## config.mk

```make
export PLATFORM = sky130hd
export DESIGN_NAME = gsc_counter
export DESIGN_NICKNAME = d
export VERILOG_FILES = /design/src/shared/gsc_pkg.sv /design/src/logic/gsc_counter.sv
export SDC_FILE = /design/constraint.sdc
export NUM_CORES = 1
export LEC_CHECK = 0
export ABC_AREA = 1
export BUFFER_PORTS_ARGS = -buffer_cell sky130_fd_sc_hd__buf_2
export CAP_MARGIN = 40
export CORE_MARGIN = 1
export CORE_UTILIZATION = 53
export DETAILED_ROUTE_END_ITERATION = 8
export PLACE_DENSITY = 0.85
export SYNTH_ARGS = -nofsm -noshare
export SYNTH_HDL_FRONTEND = slang
export SYNTH_SLANG_ARGS = --single-unit
```

## constraint.sdc

```tcl
create_clock -name clk_i -period 1.8 [get_ports clk_i]
set_input_delay 0.09 -clock clk_i [delete_from_list [all_inputs] [get_ports clk_i]]
set_output_delay 0.09 -clock clk_i [all_outputs]
set_load 0.02 [all_outputs]
```

## src/shared/gsc_pkg.sv

```systemverilog
// Package for the gated sixteen-bit counter: field layouts, widths and reset values.
// Assumes a single 100 MHz system clock and a synchronous active-high reset.
package gsc_pkg;

  // ----------------------------------------
  // Widths and reset values
  // ----------------------------------------
  localparam int unsigned COUNT_W = 16;
  localparam int unsigned BYTE_W = 8;
  localparam int unsigned PRESC_W = 3;
  localparam logic [15:0] COUNT_RESET = 16'h0000;
  localparam logic [15:0] COUNT_MAX = 16'hffff;
  localparam logic [2:0] PRESC_RESET = 3'h0;
  localparam logic [2:0] PRESC_ONE = 3'h1;

  // ----------------------------------------
  // Prescale selections
  // ----------------------------------------
  typedef enum logic [1:0] {
    GSC_DIV1 = 2'b00,
    GSC_DIV2 = 2'b01,
    GSC_DIV4 = 2'b10,
    GSC_DIV8 = 2'b11
  } gsc_presc_e;

  localparam logic [2:0] PRESC_MASK1 = 3'h0;
  localparam logic [2:0] PRESC_MASK2 = 3'h1;
  localparam logic [2:0] PRESC_MASK4 = 3'h3;
  localparam logic [2:0] PRESC_MASK8 = 3'h7;

  // ----------------------------------------
  // Grouped signals
  // ----------------------------------------
  typedef struct packed {
    logic run;
    logic secondary_osc_enable;
    logic sync_disable;
    gsc_presc_e prescale_select;
  } gsc_ctrl_s;

  typedef struct packed {
    logic gate_enable_bit;
    logic gate_polarity;
    logic [1:0] gate_select;
  } gsc_gate_s;

  typedef struct packed {
    logic wr_high;
    logic wr_low;
    logic [7:0] wdata;
    logic clr_flag;
  } gsc_wr_s;

  typedef struct packed {
    logic [15:0] count;
    logic [2:0] presc;
    logic clk_sync_r;
    logic clk_prev;
    logic [7:0] high_latch;
    logic overflow_flag;
    logic osc_run;
    logic sync_prev;
  } gsc_state_s;

endpackage

```

## src/logic/gsc_counter.sv

```systemverilog
// Gated sixteen-bit counter with prescaler, secondary oscillator gate and overflow flag.
// Assumes all inputs are synchronous to clk_i; the count clock is sampled as a level.
// Notes on behaviour
// - Prescaler divides count clock by 1,2,4,8.
// - Count byte writes clear hidden prescale counter.
// - Secondary oscillator runs only when enabled.
// - Enabled oscillator keeps running during sleep.
// - Sync disable skips clock input synchroniser.
// - Asynchronous external mode counts in sleep, wakes.
// - Mode switch may drop increment, never adds one.
// - Reading either count byte returns valid value.
// - Counter counts freely unless gate enabled.
// - Gate taken from one of several sources.
// - Polarity bit selects counting gate level.
// - Rising clock edge increments while gate permits.
`timescale 1ns/1ps
module gsc_counter (
  // Clock and reset
  input wire logic clk_i,
  input wire logic reset_i,
  // Control
  input wire gsc_pkg::gsc_ctrl_s ctrl_i,
  input wire gsc_pkg::gsc_gate_s gate_cfg_i,
  input wire gsc_pkg::gsc_wr_s wr_i,
  input wire logic sleep_i,
  input wire logic ext_clock_sel_i,
  input wire logic rd_low_i,
  // Pins and sources
  input wire logic count_clock_i,
  input wire logic crystal_in_pin_i,
  input wire logic [3:0] gate_input_i,
  // Results
  output logic crystal_out_pin_o,
  output logic crystal_out_oe_o,
  output logic [7:0] count_low_byte_o,
  output logic [7:0] count_high_byte_o,
  output logic overflow_flag_o,
  output logic wake_o
);

  // ----------------------------------------
  // State
  // ----------------------------------------
  gsc_pkg::gsc_state_s st_r;
  gsc_pkg::gsc_state_s st_nxt;
  logic src_clk;
  logic clk_level;
  logic clk_rise;
  logic gate_lvl;
  logic gate_ok;
  logic tick;
  logic [2:0] presc_mask;
  logic cnt_inc;
  logic clock_alive;

  // ----------------------------------------
  // Combinational next state
  // ----------------------------------------
  always_comb begin
    st_nxt = st_r;
    // Oscillator amplifier only runs when enabled; sleep does not stop it.
    st_nxt.osc_run = ctrl_i.secondary_osc_enable;
    src_clk = ext_clock_sel_i ? (st_r.osc_run & crystal_in_pin_i) : count_clock_i;
    st_nxt.clk_sync_r = src_clk;
    // Bypassing the synchroniser trades a cycle of latency for metastability risk.
    clk_level = ctrl_i.sync_disable ? src_clk : st_r.clk_sync_r;
    st_nxt.clk_prev = clk_level;
    st_nxt.sync_prev = ctrl_i.sync_disable;
    clk_rise = clk_level & ~st_r.clk_prev;
    // In sleep only an unsynchronised external clock keeps the counter alive.
    clock_alive = ~sleep_i | (ctrl_i.sync_disable & ext_clock_sel_i);
    gate_lvl = gate_input_i[gate_cfg_i.gate_select];
    gate_ok = ~gate_cfg_i.gate_enable_bit
      | (gate_lvl == gate_cfg_i.gate_polarity);
    tick = ctrl_i.run & clock_alive & gate_ok & clk_rise;
    unique case (ctrl_i.prescale_select)
      gsc_pkg::GSC_DIV1: presc_mask = gsc_pkg::PRESC_MASK1;
      gsc_pkg::GSC_DIV2: presc_mask = gsc_pkg::PRESC_MASK2;
      gsc_pkg::GSC_DIV4: presc_mask = gsc_pkg::PRESC_MASK4;
      gsc_pkg::GSC_DIV8: presc_mask = gsc_pkg::PRESC_MASK8;
    endcase
    cnt_inc = tick & ((st_r.presc & presc_mask) == presc_mask);
    if (tick) begin
      st_nxt.presc = st_r.presc + gsc_pkg::PRESC_ONE;
    end
    if (cnt_inc) begin
      st_nxt.count = st_r.count + 16'h0001;
    end
    // A write wins over a coincident increment in its own byte only, and both writes clear the prescaler.
    if (wr_i.wr_low) begin
      st_nxt.count[7:0] = wr_i.wdata;
      st_nxt.presc = gsc_pkg::PRESC_RESET;
    end
    if (wr_i.wr_high) begin
      st_nxt.count[15:8] = wr_i.wdata;
      st_nxt.presc = gsc_pkg::PRESC_RESET;
    end
    // High byte is latched on a low-byte read so the pair stays coherent.
    if (rd_low_i) begin
      st_nxt.high_latch = st_r.count[15:8];
    end
    if (wr_i.clr_flag) begin
      st_nxt.overflow_flag = 1'b0;
    end
    // Set beats clear so a rollover in the clearing cycle is kept.
    if (cnt_inc && st_r.count == gsc_pkg::COUNT_MAX && !wr_i.wr_low && !wr_i.wr_high) begin
      st_nxt.overflow_flag = 1'b1;
    end
  end

  // ----------------------------------------
  // Registers
  // ----------------------------------------
  always_ff @(posedge clk_i) begin
    if (reset_i) begin
      st_r <= '0;
    end else begin
      st_r <= st_nxt;
    end
  end

  // ----------------------------------------
  // Outputs
  // ----------------------------------------
  assign crystal_out_pin_o = ~crystal_in_pin_i & st_r.osc_run;
  assign crystal_out_oe_o = st_r.osc_run;
  assign count_low_byte_o = st_r.count[7:0];
  assign count_high_byte_o = rd_low_i ? st_r.count[15:8] : st_r.high_latch;
  assign overflow_flag_o = st_r.overflow_flag;
  assign wake_o = st_r.overflow_flag & sleep_i;

  // ----------------------------------------
  // Checks
  // ----------------------------------------
  logic [2:0] div_cnt;
  always_ff @(posedge clk_i) begin
    if (reset_i || wr_i.wr_low || wr_i.wr_high) begin
      div_cnt <= 3'h0;
    end else if (tick) begin
      div_cnt <= div_cnt + 3'h1;
    end
  end

  presc_div8_a: assert property (@(posedge clk_i) disable iff (reset_i)
    (tick && ctrl_i.prescale_select == gsc_pkg::GSC_DIV8 && div_cnt != 3'h7
     && !wr_i.wr_low && !wr_i.wr_high) |=> $stable(st_r.count))
    else $error("Count moved before eighth tick.");
  presc_div1_a: assert property (@(posedge clk_i) disable iff (reset_i)
    (tick && ctrl_i.prescale_select == gsc_pkg::GSC_DIV1
     && !wr_i.wr_low && !wr_i.wr_high) |=> st_r.count == $past(st_r.count) + 16'h0001)
    else $error("Divide by one missed increment.");
  presc_clear_a: assert property (@(posedge clk_i) disable iff (reset_i)
    (wr_i.wr_low || wr_i.wr_high) |=> st_r.presc == gsc_pkg::PRESC_RESET)
    else $error("Prescaler not cleared by write.");
  osc_enable_a: assert property (@(posedge clk_i) disable iff (reset_i)
    !ctrl_i.secondary_osc_enable |=> !crystal_out_oe_o)
    else $error("Oscillator drives while disabled.");
  osc_sleep_a: assert property (@(posedge clk_i) disable iff (reset_i)
    (ctrl_i.secondary_osc_enable && sleep_i) |=> st_r.osc_run)
    else $error("Oscillator stopped in sleep.");
  sleep_hold_a: assert property (@(posedge clk_i) disable iff (reset_i)
    (sleep_i && !ctrl_i.sync_disable && !wr_i.wr_low && !wr_i.wr_high)
    |=> $stable(st_r.count))
    else $error("Synchronous count ran in sleep.");
  gate_hold_a: assert property (@(posedge clk_i) disable iff (reset_i)
    (gate_cfg_i.gate_enable_bit && gate_lvl != gate_cfg_i.gate_polarity
     && !wr_i.wr_low && !wr_i.wr_high) |=> $stable(st_r.count))
    else $error("Count moved while gate blocked.");
  no_edge_a: assert property (@(posedge clk_i) disable iff (reset_i)
    (!clk_rise && !wr_i.wr_low && !wr_i.wr_high) |=> $stable(st_r.count))
    else $error("Count moved without clock edge.");
  ovf_set_a: assert property (@(posedge clk_i) disable iff (reset_i)
    (cnt_inc && st_r.count == gsc_pkg::COUNT_MAX && !wr_i.wr_low && !wr_i.wr_high)
    |=> overflow_flag_o ##1 (overflow_flag_o || $past(wr_i.clr_flag)))
    else $error("Rollover did not set flag.");
  read_pair_a: assert property (@(posedge clk_i) disable iff (reset_i)
    rd_low_i |=> st_r.high_latch == $past(st_r.count[15:8]))
    else $error("High byte not latched on read.");

  // ----------------------------------------
  // Checks on prescaler and writes
  // ----------------------------------------
  logic no_wr;
  assign no_wr = ~wr_i.wr_low & ~wr_i.wr_high;

  presc_div2_a: assert property (@(posedge clk_i) disable iff (reset_i)
    (tick && ctrl_i.prescale_select == gsc_pkg::GSC_DIV2 && !div_cnt[0] && no_wr)
    |=> $stable(st_r.count))
    else $error("Count moved before second tick.");
  presc_div4_a: assert property (@(posedge clk_i) disable iff (reset_i)
    (tick && ctrl_i.prescale_select == gsc_pkg::GSC_DIV4 && div_cnt[1:0] != 2'h3 && no_wr)
    |=> $stable(st_r.count))
    else $error("Count moved before fourth tick.");
  presc_hit_a: assert property (@(posedge clk_i) disable iff (reset_i)
    (tick && ctrl_i.prescale_select == gsc_pkg::GSC_DIV8 && div_cnt == 3'h7 && no_wr)
    |=> st_r.count == $past(st_r.count) + 16'h0001)
    else $error("Eighth tick did not increment.");
  presc_idle_a: assert property (@(posedge clk_i) disable iff (reset_i)
    (!tick && no_wr) |=> $stable(st_r.presc))
    else $error("Prescaler moved without a tick.");
  write_low_a: assert property (@(posedge clk_i) disable iff (reset_i)
    wr_i.wr_low |=> st_r.count[7:0] == $past(wr_i.wdata))
    else $error("Low byte write lost.");
  write_high_a: assert property (@(posedge clk_i) disable iff (reset_i)
    wr_i.wr_high |=> st_r.count[15:8] == $past(wr_i.wdata))
    else $error("High byte write lost.");

  // ----------------------------------------
  // Checks on mode, sleep and oscillator
  // ----------------------------------------
  async_edge_a: assert property (@(posedge clk_i) disable iff (reset_i)
    (ctrl_i.sync_disable && $past(ctrl_i.sync_disable) && $rose(src_clk))
    |-> clk_rise)
    else $error("Unsynchronised edge was delayed.");
  sync_edge_a: assert property (@(posedge clk_i) disable iff (reset_i)
    (!ctrl_i.sync_disable && !$past(ctrl_i.sync_disable) && $rose(src_clk))
    |=> (ctrl_i.sync_disable || clk_rise))
    else $error("Synchronised edge not seen one cycle later.");
  mode_switch_a: assert property (@(posedge clk_i) disable iff (reset_i)
    (st_r.sync_prev != ctrl_i.sync_disable && no_wr)
    |=> (st_r.count == $past(st_r.count) || st_r.count == $past(st_r.count) + 16'h0001))
    else $error("Mode switch moved count by more than one.");
  osc_run_a: assert property (@(posedge clk_i) disable iff (reset_i)
    ctrl_i.secondary_osc_enable |=> crystal_out_oe_o)
    else $error("Oscillator did not start when enabled.");
  osc_quiet_a: assert property (@(posedge clk_i) disable iff (reset_i)
    !crystal_out_oe_o |-> !crystal_out_pin_o)
    else $error("Amplifier output active while stopped.");
  xtal_idle_a: assert property (@(posedge clk_i) disable iff (reset_i)
    (ext_clock_sel_i && ctrl_i.sync_disable && !st_r.osc_run) |-> !clk_rise)
    else $error("Stopped oscillator produced a count edge.");
  async_sleep_a: assert property (@(posedge clk_i) disable iff (reset_i)
    (sleep_i && ctrl_i.sync_disable && ext_clock_sel_i && ctrl_i.run && gate_ok && clk_rise
     && ctrl_i.prescale_select == gsc_pkg::GSC_DIV1 && no_wr)
    |=> st_r.count == $past(st_r.count) + 16'h0001)
    else $error("Asynchronous count stalled in sleep.");
  sleep_source_a: assert property (@(posedge clk_i) disable iff (reset_i)
    (sleep_i && !ext_clock_sel_i && no_wr)
    |=> $stable(st_r.count))
    else $error("Count clock ran in sleep.");
  wake_set_a: assert property (@(posedge clk_i) disable iff (reset_i)
    (sleep_i && cnt_inc && st_r.count == gsc_pkg::COUNT_MAX && no_wr)
    |=> (wake_o || !sleep_i))
    else $error("Rollover in sleep raised no wake.");
  wake_awake_a: assert property (@(posedge clk_i) disable iff (reset_i)
    !sleep_i |-> !wake_o)
    else $error("Wake raised while awake.");

  // ----------------------------------------
  // Checks on the gate
  // ----------------------------------------
  free_run_a: assert property (@(posedge clk_i) disable iff (reset_i)
    (!gate_cfg_i.gate_enable_bit && ctrl_i.run && clock_alive && clk_rise
     && ctrl_i.prescale_select == gsc_pkg::GSC_DIV1 && no_wr)
    |=> st_r.count == $past(st_r.count) + 16'h0001)
    else $error("Free-running count ignored an edge.");

  // One check per source, so a wrong select cannot hide behind another source.
  for (genvar gi = 0; gi < $bits(gate_input_i); gi++) begin : g_gate_src
    gate_src_a: assert property (@(posedge clk_i) disable iff (reset_i)
      (gate_cfg_i.gate_enable_bit && gate_cfg_i.gate_select == 2'(gi)
       && gate_input_i[gi] == gate_cfg_i.gate_polarity && ctrl_i.run && clock_alive
       && clk_rise && ctrl_i.prescale_select == gsc_pkg::GSC_DIV1 && no_wr)
      |=> st_r.count == $past(st_r.count) + 16'h0001)
      else $error("Selected gate source did not pass an edge.");
  end

  // ----------------------------------------
  // Checks on flag, read latch and reset
  // ----------------------------------------
  flag_hold_a: assert property (@(posedge clk_i) disable iff (reset_i)
    (overflow_flag_o && !wr_i.clr_flag) |=> overflow_flag_o)
    else $error("Overflow flag dropped without clear.");
  flag_clear_a: assert property (@(posedge clk_i) disable iff (reset_i)
    (wr_i.clr_flag && !(cnt_inc && st_r.count == gsc_pkg::COUNT_MAX && no_wr))
    |=> !overflow_flag_o)
    else $error("Clear left the flag set.");
  flag_cause_a: assert property (@(posedge clk_i) disable iff (reset_i)
    $rose(overflow_flag_o)
    |-> ($past(st_r.count) == gsc_pkg::COUNT_MAX && st_r.count == gsc_pkg::COUNT_RESET))
    else $error("Flag set without rollover.");
  latch_hold_a: assert property (@(posedge clk_i) disable iff (reset_i)
    !rd_low_i |=> $stable(st_r.high_latch))
    else $error("High byte latch changed without read.");
  high_mux_a: assert property (@(posedge clk_i) disable iff (reset_i)
    !rd_low_i |-> count_high_byte_o == st_r.high_latch)
    else $error("High byte output not from latch.");
  reset_clear_a: assert property (@(posedge clk_i)
    reset_i |=> (st_r.count == gsc_pkg::COUNT_RESET && !overflow_flag_o && !crystal_out_oe_o))
    else $error("Reset left state behind.");

  // ----------------------------------------
  // Cover points
  // ----------------------------------------

  rollover_c: cover property (@(posedge clk_i) disable iff (reset_i)
    cnt_inc && st_r.count == gsc_pkg::COUNT_MAX);
  gated_c: cover property (@(posedge clk_i) disable iff (reset_i)
    gate_cfg_i.gate_enable_bit && clk_rise && !gate_ok);
  async_sleep_c: cover property (@(posedge clk_i) disable iff (reset_i)
    sleep_i && cnt_inc);
  div8_c: cover property (@(posedge clk_i) disable iff (reset_i)
    cnt_inc && ctrl_i.prescale_select == gsc_pkg::GSC_DIV8);
  mode_switch_c: cover property (@(posedge clk_i) disable iff (reset_i)
    st_r.sync_prev != ctrl_i.sync_disable && ctrl_i.run);

endmodule

```

==> run_results.csv <==
group,metric,value,unit
floorplanning,die-area,3990,sq um
run,max-cap-violations,0,
finish,most_common_cell_after_layout_fill_and_taps_aside,"sky130_fd_sc_hd__nand2_1",
finish,fill_cell_instance_count_of_the_final_layout,317,
floorplanning,io_pins,51,
routing,route.detailed.drc,0,
status,outcome,"finished, final reports clean",
worst_hold_path,worstHoldStart,"ctrl_i[3]",
pwr,internal_power,1.25,mW
critical_path,crit_cells,10,
sta,rsz0062_at_grt,"false",
critical_path,cp_num_buf_inv,0,
pwr,power_switching_share,26.0,%
pwr,share_comb_of_total_power,13.9,%
pwr,vdd.ir_drop.worst,0.000546,V
critical_path,worst-endpoint-arrival,1.74,ns
clock_network,cts_hold_buffers,0,
grt,grt_pass1_wl,7240,um
critical_path,setup.worst_path.start,"count_low_byte_o[0]",
clock_network,postCtsSetupRepairBufs,0,
clock_network,total_cts_buffers,5,
routing,route.detailed.vias_per_inst,5.11,
floorplanning,total_core_area,3470,sq um
routing,num_vias,1991,
sta,slew_headroom,64.6,%
routing,detail_route.iter0.violations,68,
routing,drtAntennaViolNets,0,
place,detailedPlacementHpwl,3140,um
grt,overflow,0,
critical_path,path_common_cell,"sky130_fd_sc_hd__nand2_1",
critical_path,critPathLaunchType,"flop",
critical_path,crit_type,"flop to flop",
sta,timing.fmax,630,MHz
yosys,yosys_warnings,0,
routing,drt_first_pass_iters,4,
pwr,power.density_cell_area,751,nW/um^2
sta,tns,0,ns
floorplanning,die_h,63.2,um
grt,grt_max_degree,30,
clock_network,cts.path.max_buffers,2,
grt,grtUsageTotal,22.8,%
routing,wl_per_cell,11.0,um
critical_path,max_stage_delay,0.40,ns
critical_path,timing.critical_path.to_type,"flop",
yosys,ys_seq_elements,31,
clock_network,insertion_delay,0.29,ns
yosys,synth.top_cells.by_area,"sky130_fd_sc_hd__dfxtp_1 (31%), sky130_fd_sc_hd__nand2_1 (21%), sky130_fd_sc_hd__nand3_1 (8.1%)",
place,gp_congestion,0.904,
yosys,seq_area_frac_synth,31.3,%
clock_network,clk_root_buf,"sky130_fd_sc_hd__clkbuf_8",
finish,antenna_cells_inserted,0,
sta,hold_violations,0,
finish,layout.cells.most_common_list,"sky130_fd_sc_hd__nand2_1 (109), sky130_fd_sc_hd__buf_2 (50), sky130_fd_sc_hd__nand3_1 (32), sky130_fd_sc_hd__dfxtp_1 (31), sky130_fd_sc_hd__a21oi_1 (29)",
sta,maxSlewViolCount,0,
sta,timing.clock.skew,0.00586,ns
critical_path,path_max_fanout,5,
grt,grt_antenna_before_repair,0,
grt,first_global_vias,1720,
yosys,post_synth_instance_area,1980,sq um
critical_path,worst_ep_required_time,1.95,ns
sta,final_period_minus_worst_setup_slack,1.59,ns
pwr,sequentialPowerShare,44.0,%
yosys,yosysTopAreaCellShare,31.3,%
yosys,post_synth_inst_count,311,
clock_network,h-tree-depth,2,
yosys,yosys.area.top_type,"sky130_fd_sc_hd__dfxtp_1",
clock_network,cts_sinks,31,
yosys,post_synth_num_cell_types,31,
pwr,power.static_leakage,1.08,nW
critical_path,timing.rr.start,"count_low_byte_o[0]",
clock_network,tritoncts,"yes",
pwr,power.share.clock,42.1,%
clock_network,ctsResizeCount,0,
finish,layout-drive-gt1-share,20.9,%
worst_hold_path,timing.hold.worst.class,"input pin to flop",
routing,drt-total-wl,4290,um
yosys,synthesis.nets,344,
floorplanning,fp-row-count,21,
floorplanning,floorplan.initialDensity,57.2,%
critical_path,worst_reg2reg_path_depth,10,
critical_path,crit_path_top_delay_cell,"sky130_fd_sc_hd__dfxtp_1",
yosys,syn_avg_cell_area,6.38,sq um
clock_network,clkSlewWorstSetupHoldPaths,0.06,ns
pwr,totalPowerFinal,1.69,mW
pwr,reported_net_switching_power,439,uW
finish,flow.area_growth_from_synthesis,13.3,%
sta,tightest_slew,0.531,ns
floorplanning,horizontal_die_dimension,63.2,um
sta,layout_worst_path_cycle_share,88.2,%
place,numPortBuffers,50,
critical_path,crit_path_cell_trace,"ha_1, nand2_2, nor2_4, nand3_1, o21ai_0, nand2_1, nand2_1, nand2_1, nand2_1, a21oi_1",
critical_path,critical_path.top_delay_family,"simple AND/OR/NAND/NOR gates",
finish,net_count_final,376,
sta,timing.final.setup_violations,0,
worst_hold_path,min_delay_path_depth,3,
cell usage after synthesis:
| library cell | instances |
|---|---|
| sky130_fd_sc_hd__nand3b_1 | 3 |
| sky130_fd_sc_hd__nand3_2 | 2 |
| sky130_fd_sc_hd__o211ai_1 | 1 |
| sky130_fd_sc_hd__or2_1 | 1 |
| sky130_fd_sc_hd__nor2_4 | 1 |
| sky130_fd_sc_hd__nand3_4 | 1 |
| sky130_fd_sc_hd__buf_4 | 16 |
| sky130_fd_sc_hd__inv_2 | 1 |
| sky130_fd_sc_hd__o21ai_0 | 9 |
| sky130_fd_sc_hd__nand3_1 | 32 |
| sky130_fd_sc_hd__clkbuf_1 | 6 |
| sky130_fd_sc_hd__a21o_1 | 1 |
| sky130_fd_sc_hd__nor3_1 | 1 |
| sky130_fd_sc_hd__o21ai_1 | 2 |
| sky130_fd_sc_hd__dfxtp_1 | 31 |
| sky130_fd_sc_hd__nand4_1 | 2 |
| sky130_fd_sc_hd__xor2_1 | 5 |
| sky130_fd_sc_hd__xnor2_1 | 2 |
| sky130_fd_sc_hd__nor2_2 | 3 |
| sky130_fd_sc_hd__nand2_2 | 2 |
| sky130_fd_sc_hd__nand2_4 | 2 |
| sky130_fd_sc_hd__o31ai_1 | 1 |
| sky130_fd_sc_hd__buf_6 | 1 |
| sky130_fd_sc_hd__nand2_1 | 109 |
| sky130_fd_sc_hd__inv_1 | 21 |
| sky130_fd_sc_hd__a21oi_1 | 29 |
| sky130_fd_sc_hd__ha_1 | 2 |
| sky130_fd_sc_hd__a21oi_2 | 1 |
| sky130_fd_sc_hd__nor2_1 | 19 |
| sky130_fd_sc_hd__clkinv_1 | 1 |
| sky130_fd_sc_hd__buf_2 | 3 |
routing by layer:
metal	GRT usage, %	vias up	share of wire [%]	wire, um
li1	-	1049	-	-
met1	27.5	866	45	1940
met2	37.6	62	46	1990
met3	6.16	14	6.4	276
met4	9.94	0	2.0	85
met5	0	-	0	0
final timing paths:
check                          end  slack (ns)
setup reg to reg          st_r[30]        0.21
setup / recovery          st_r[30]        0.21
hold / removal    crystal_out_oe_o       0.004
hold reg to reg            st_r[7]        0.47
registers in the layout, indices dropped and copies added (netlist names):
register          flops
st_r                 21
crystal_out_oe_o      1
count_low_byte_o      8
overflow_flag_o       1
power by group through the flow:
stage | Sequential (mW) | Combinational, mW | Clock (mW)
floorplan | 0.750 | 0.180 | 0
global placement | 0.756 | 0.230 | 0
detailed placement | 0.757 | 0.234 | 0
CTS | 0.741 | 0.235 | 0.720
global route | 0.746 | 0.265 | 0.760
finish | 0.742 | 0.235 | 0.711
layout make-up:
class	instances	area, sq um	area share [%]
multi-input cells	231	1110	49.3
well taps	46	57.6	2.56
clock buffers	6	82.6	3.67
flip-flops and latches	31	621	27.6
repair buffers	51	258	11.5
clock inverters	2	35.0	1.56
inverters	23	86.3	3.84
worst min-delay path: cells and delay by family:
kind	cells	cell delay, ns
AND/OR/NAND/NOR	1	0.06
buffers and inverters	2	0.11
stage by stage:
step	instances	setup WS, ns	hold slack [ns]	area [sq um]	util, %
final	390	0.213	0.00362	2250	64.8
after global routing	390	0.0378	0.00880	2250	64.8
after CTS	390	0.225	0.00235	2250	64.8
after detailed placement	382	0.253	0.301	2130	61.4
after global placement	382	0.329	0.297	2130	61.4
after floorplan	311	0.370	0.197	1980	-
kinds of logic (layout without fill, tap and decap cells):
family	Yosys count	after routing	share of synthesized area [%]
flip-flops	31	31	31.3
AND/OR/NAND/NOR	178	178	39.8
adder cells (fa/ha/maj)	2	2	1.26
AO/OA/AOI/OAI	44	44	11.7
buffers and inverters	49	82	12.9
XOR/XNOR	7	7	3.09
No activity file was read; power rests on OpenSTA's default activity.
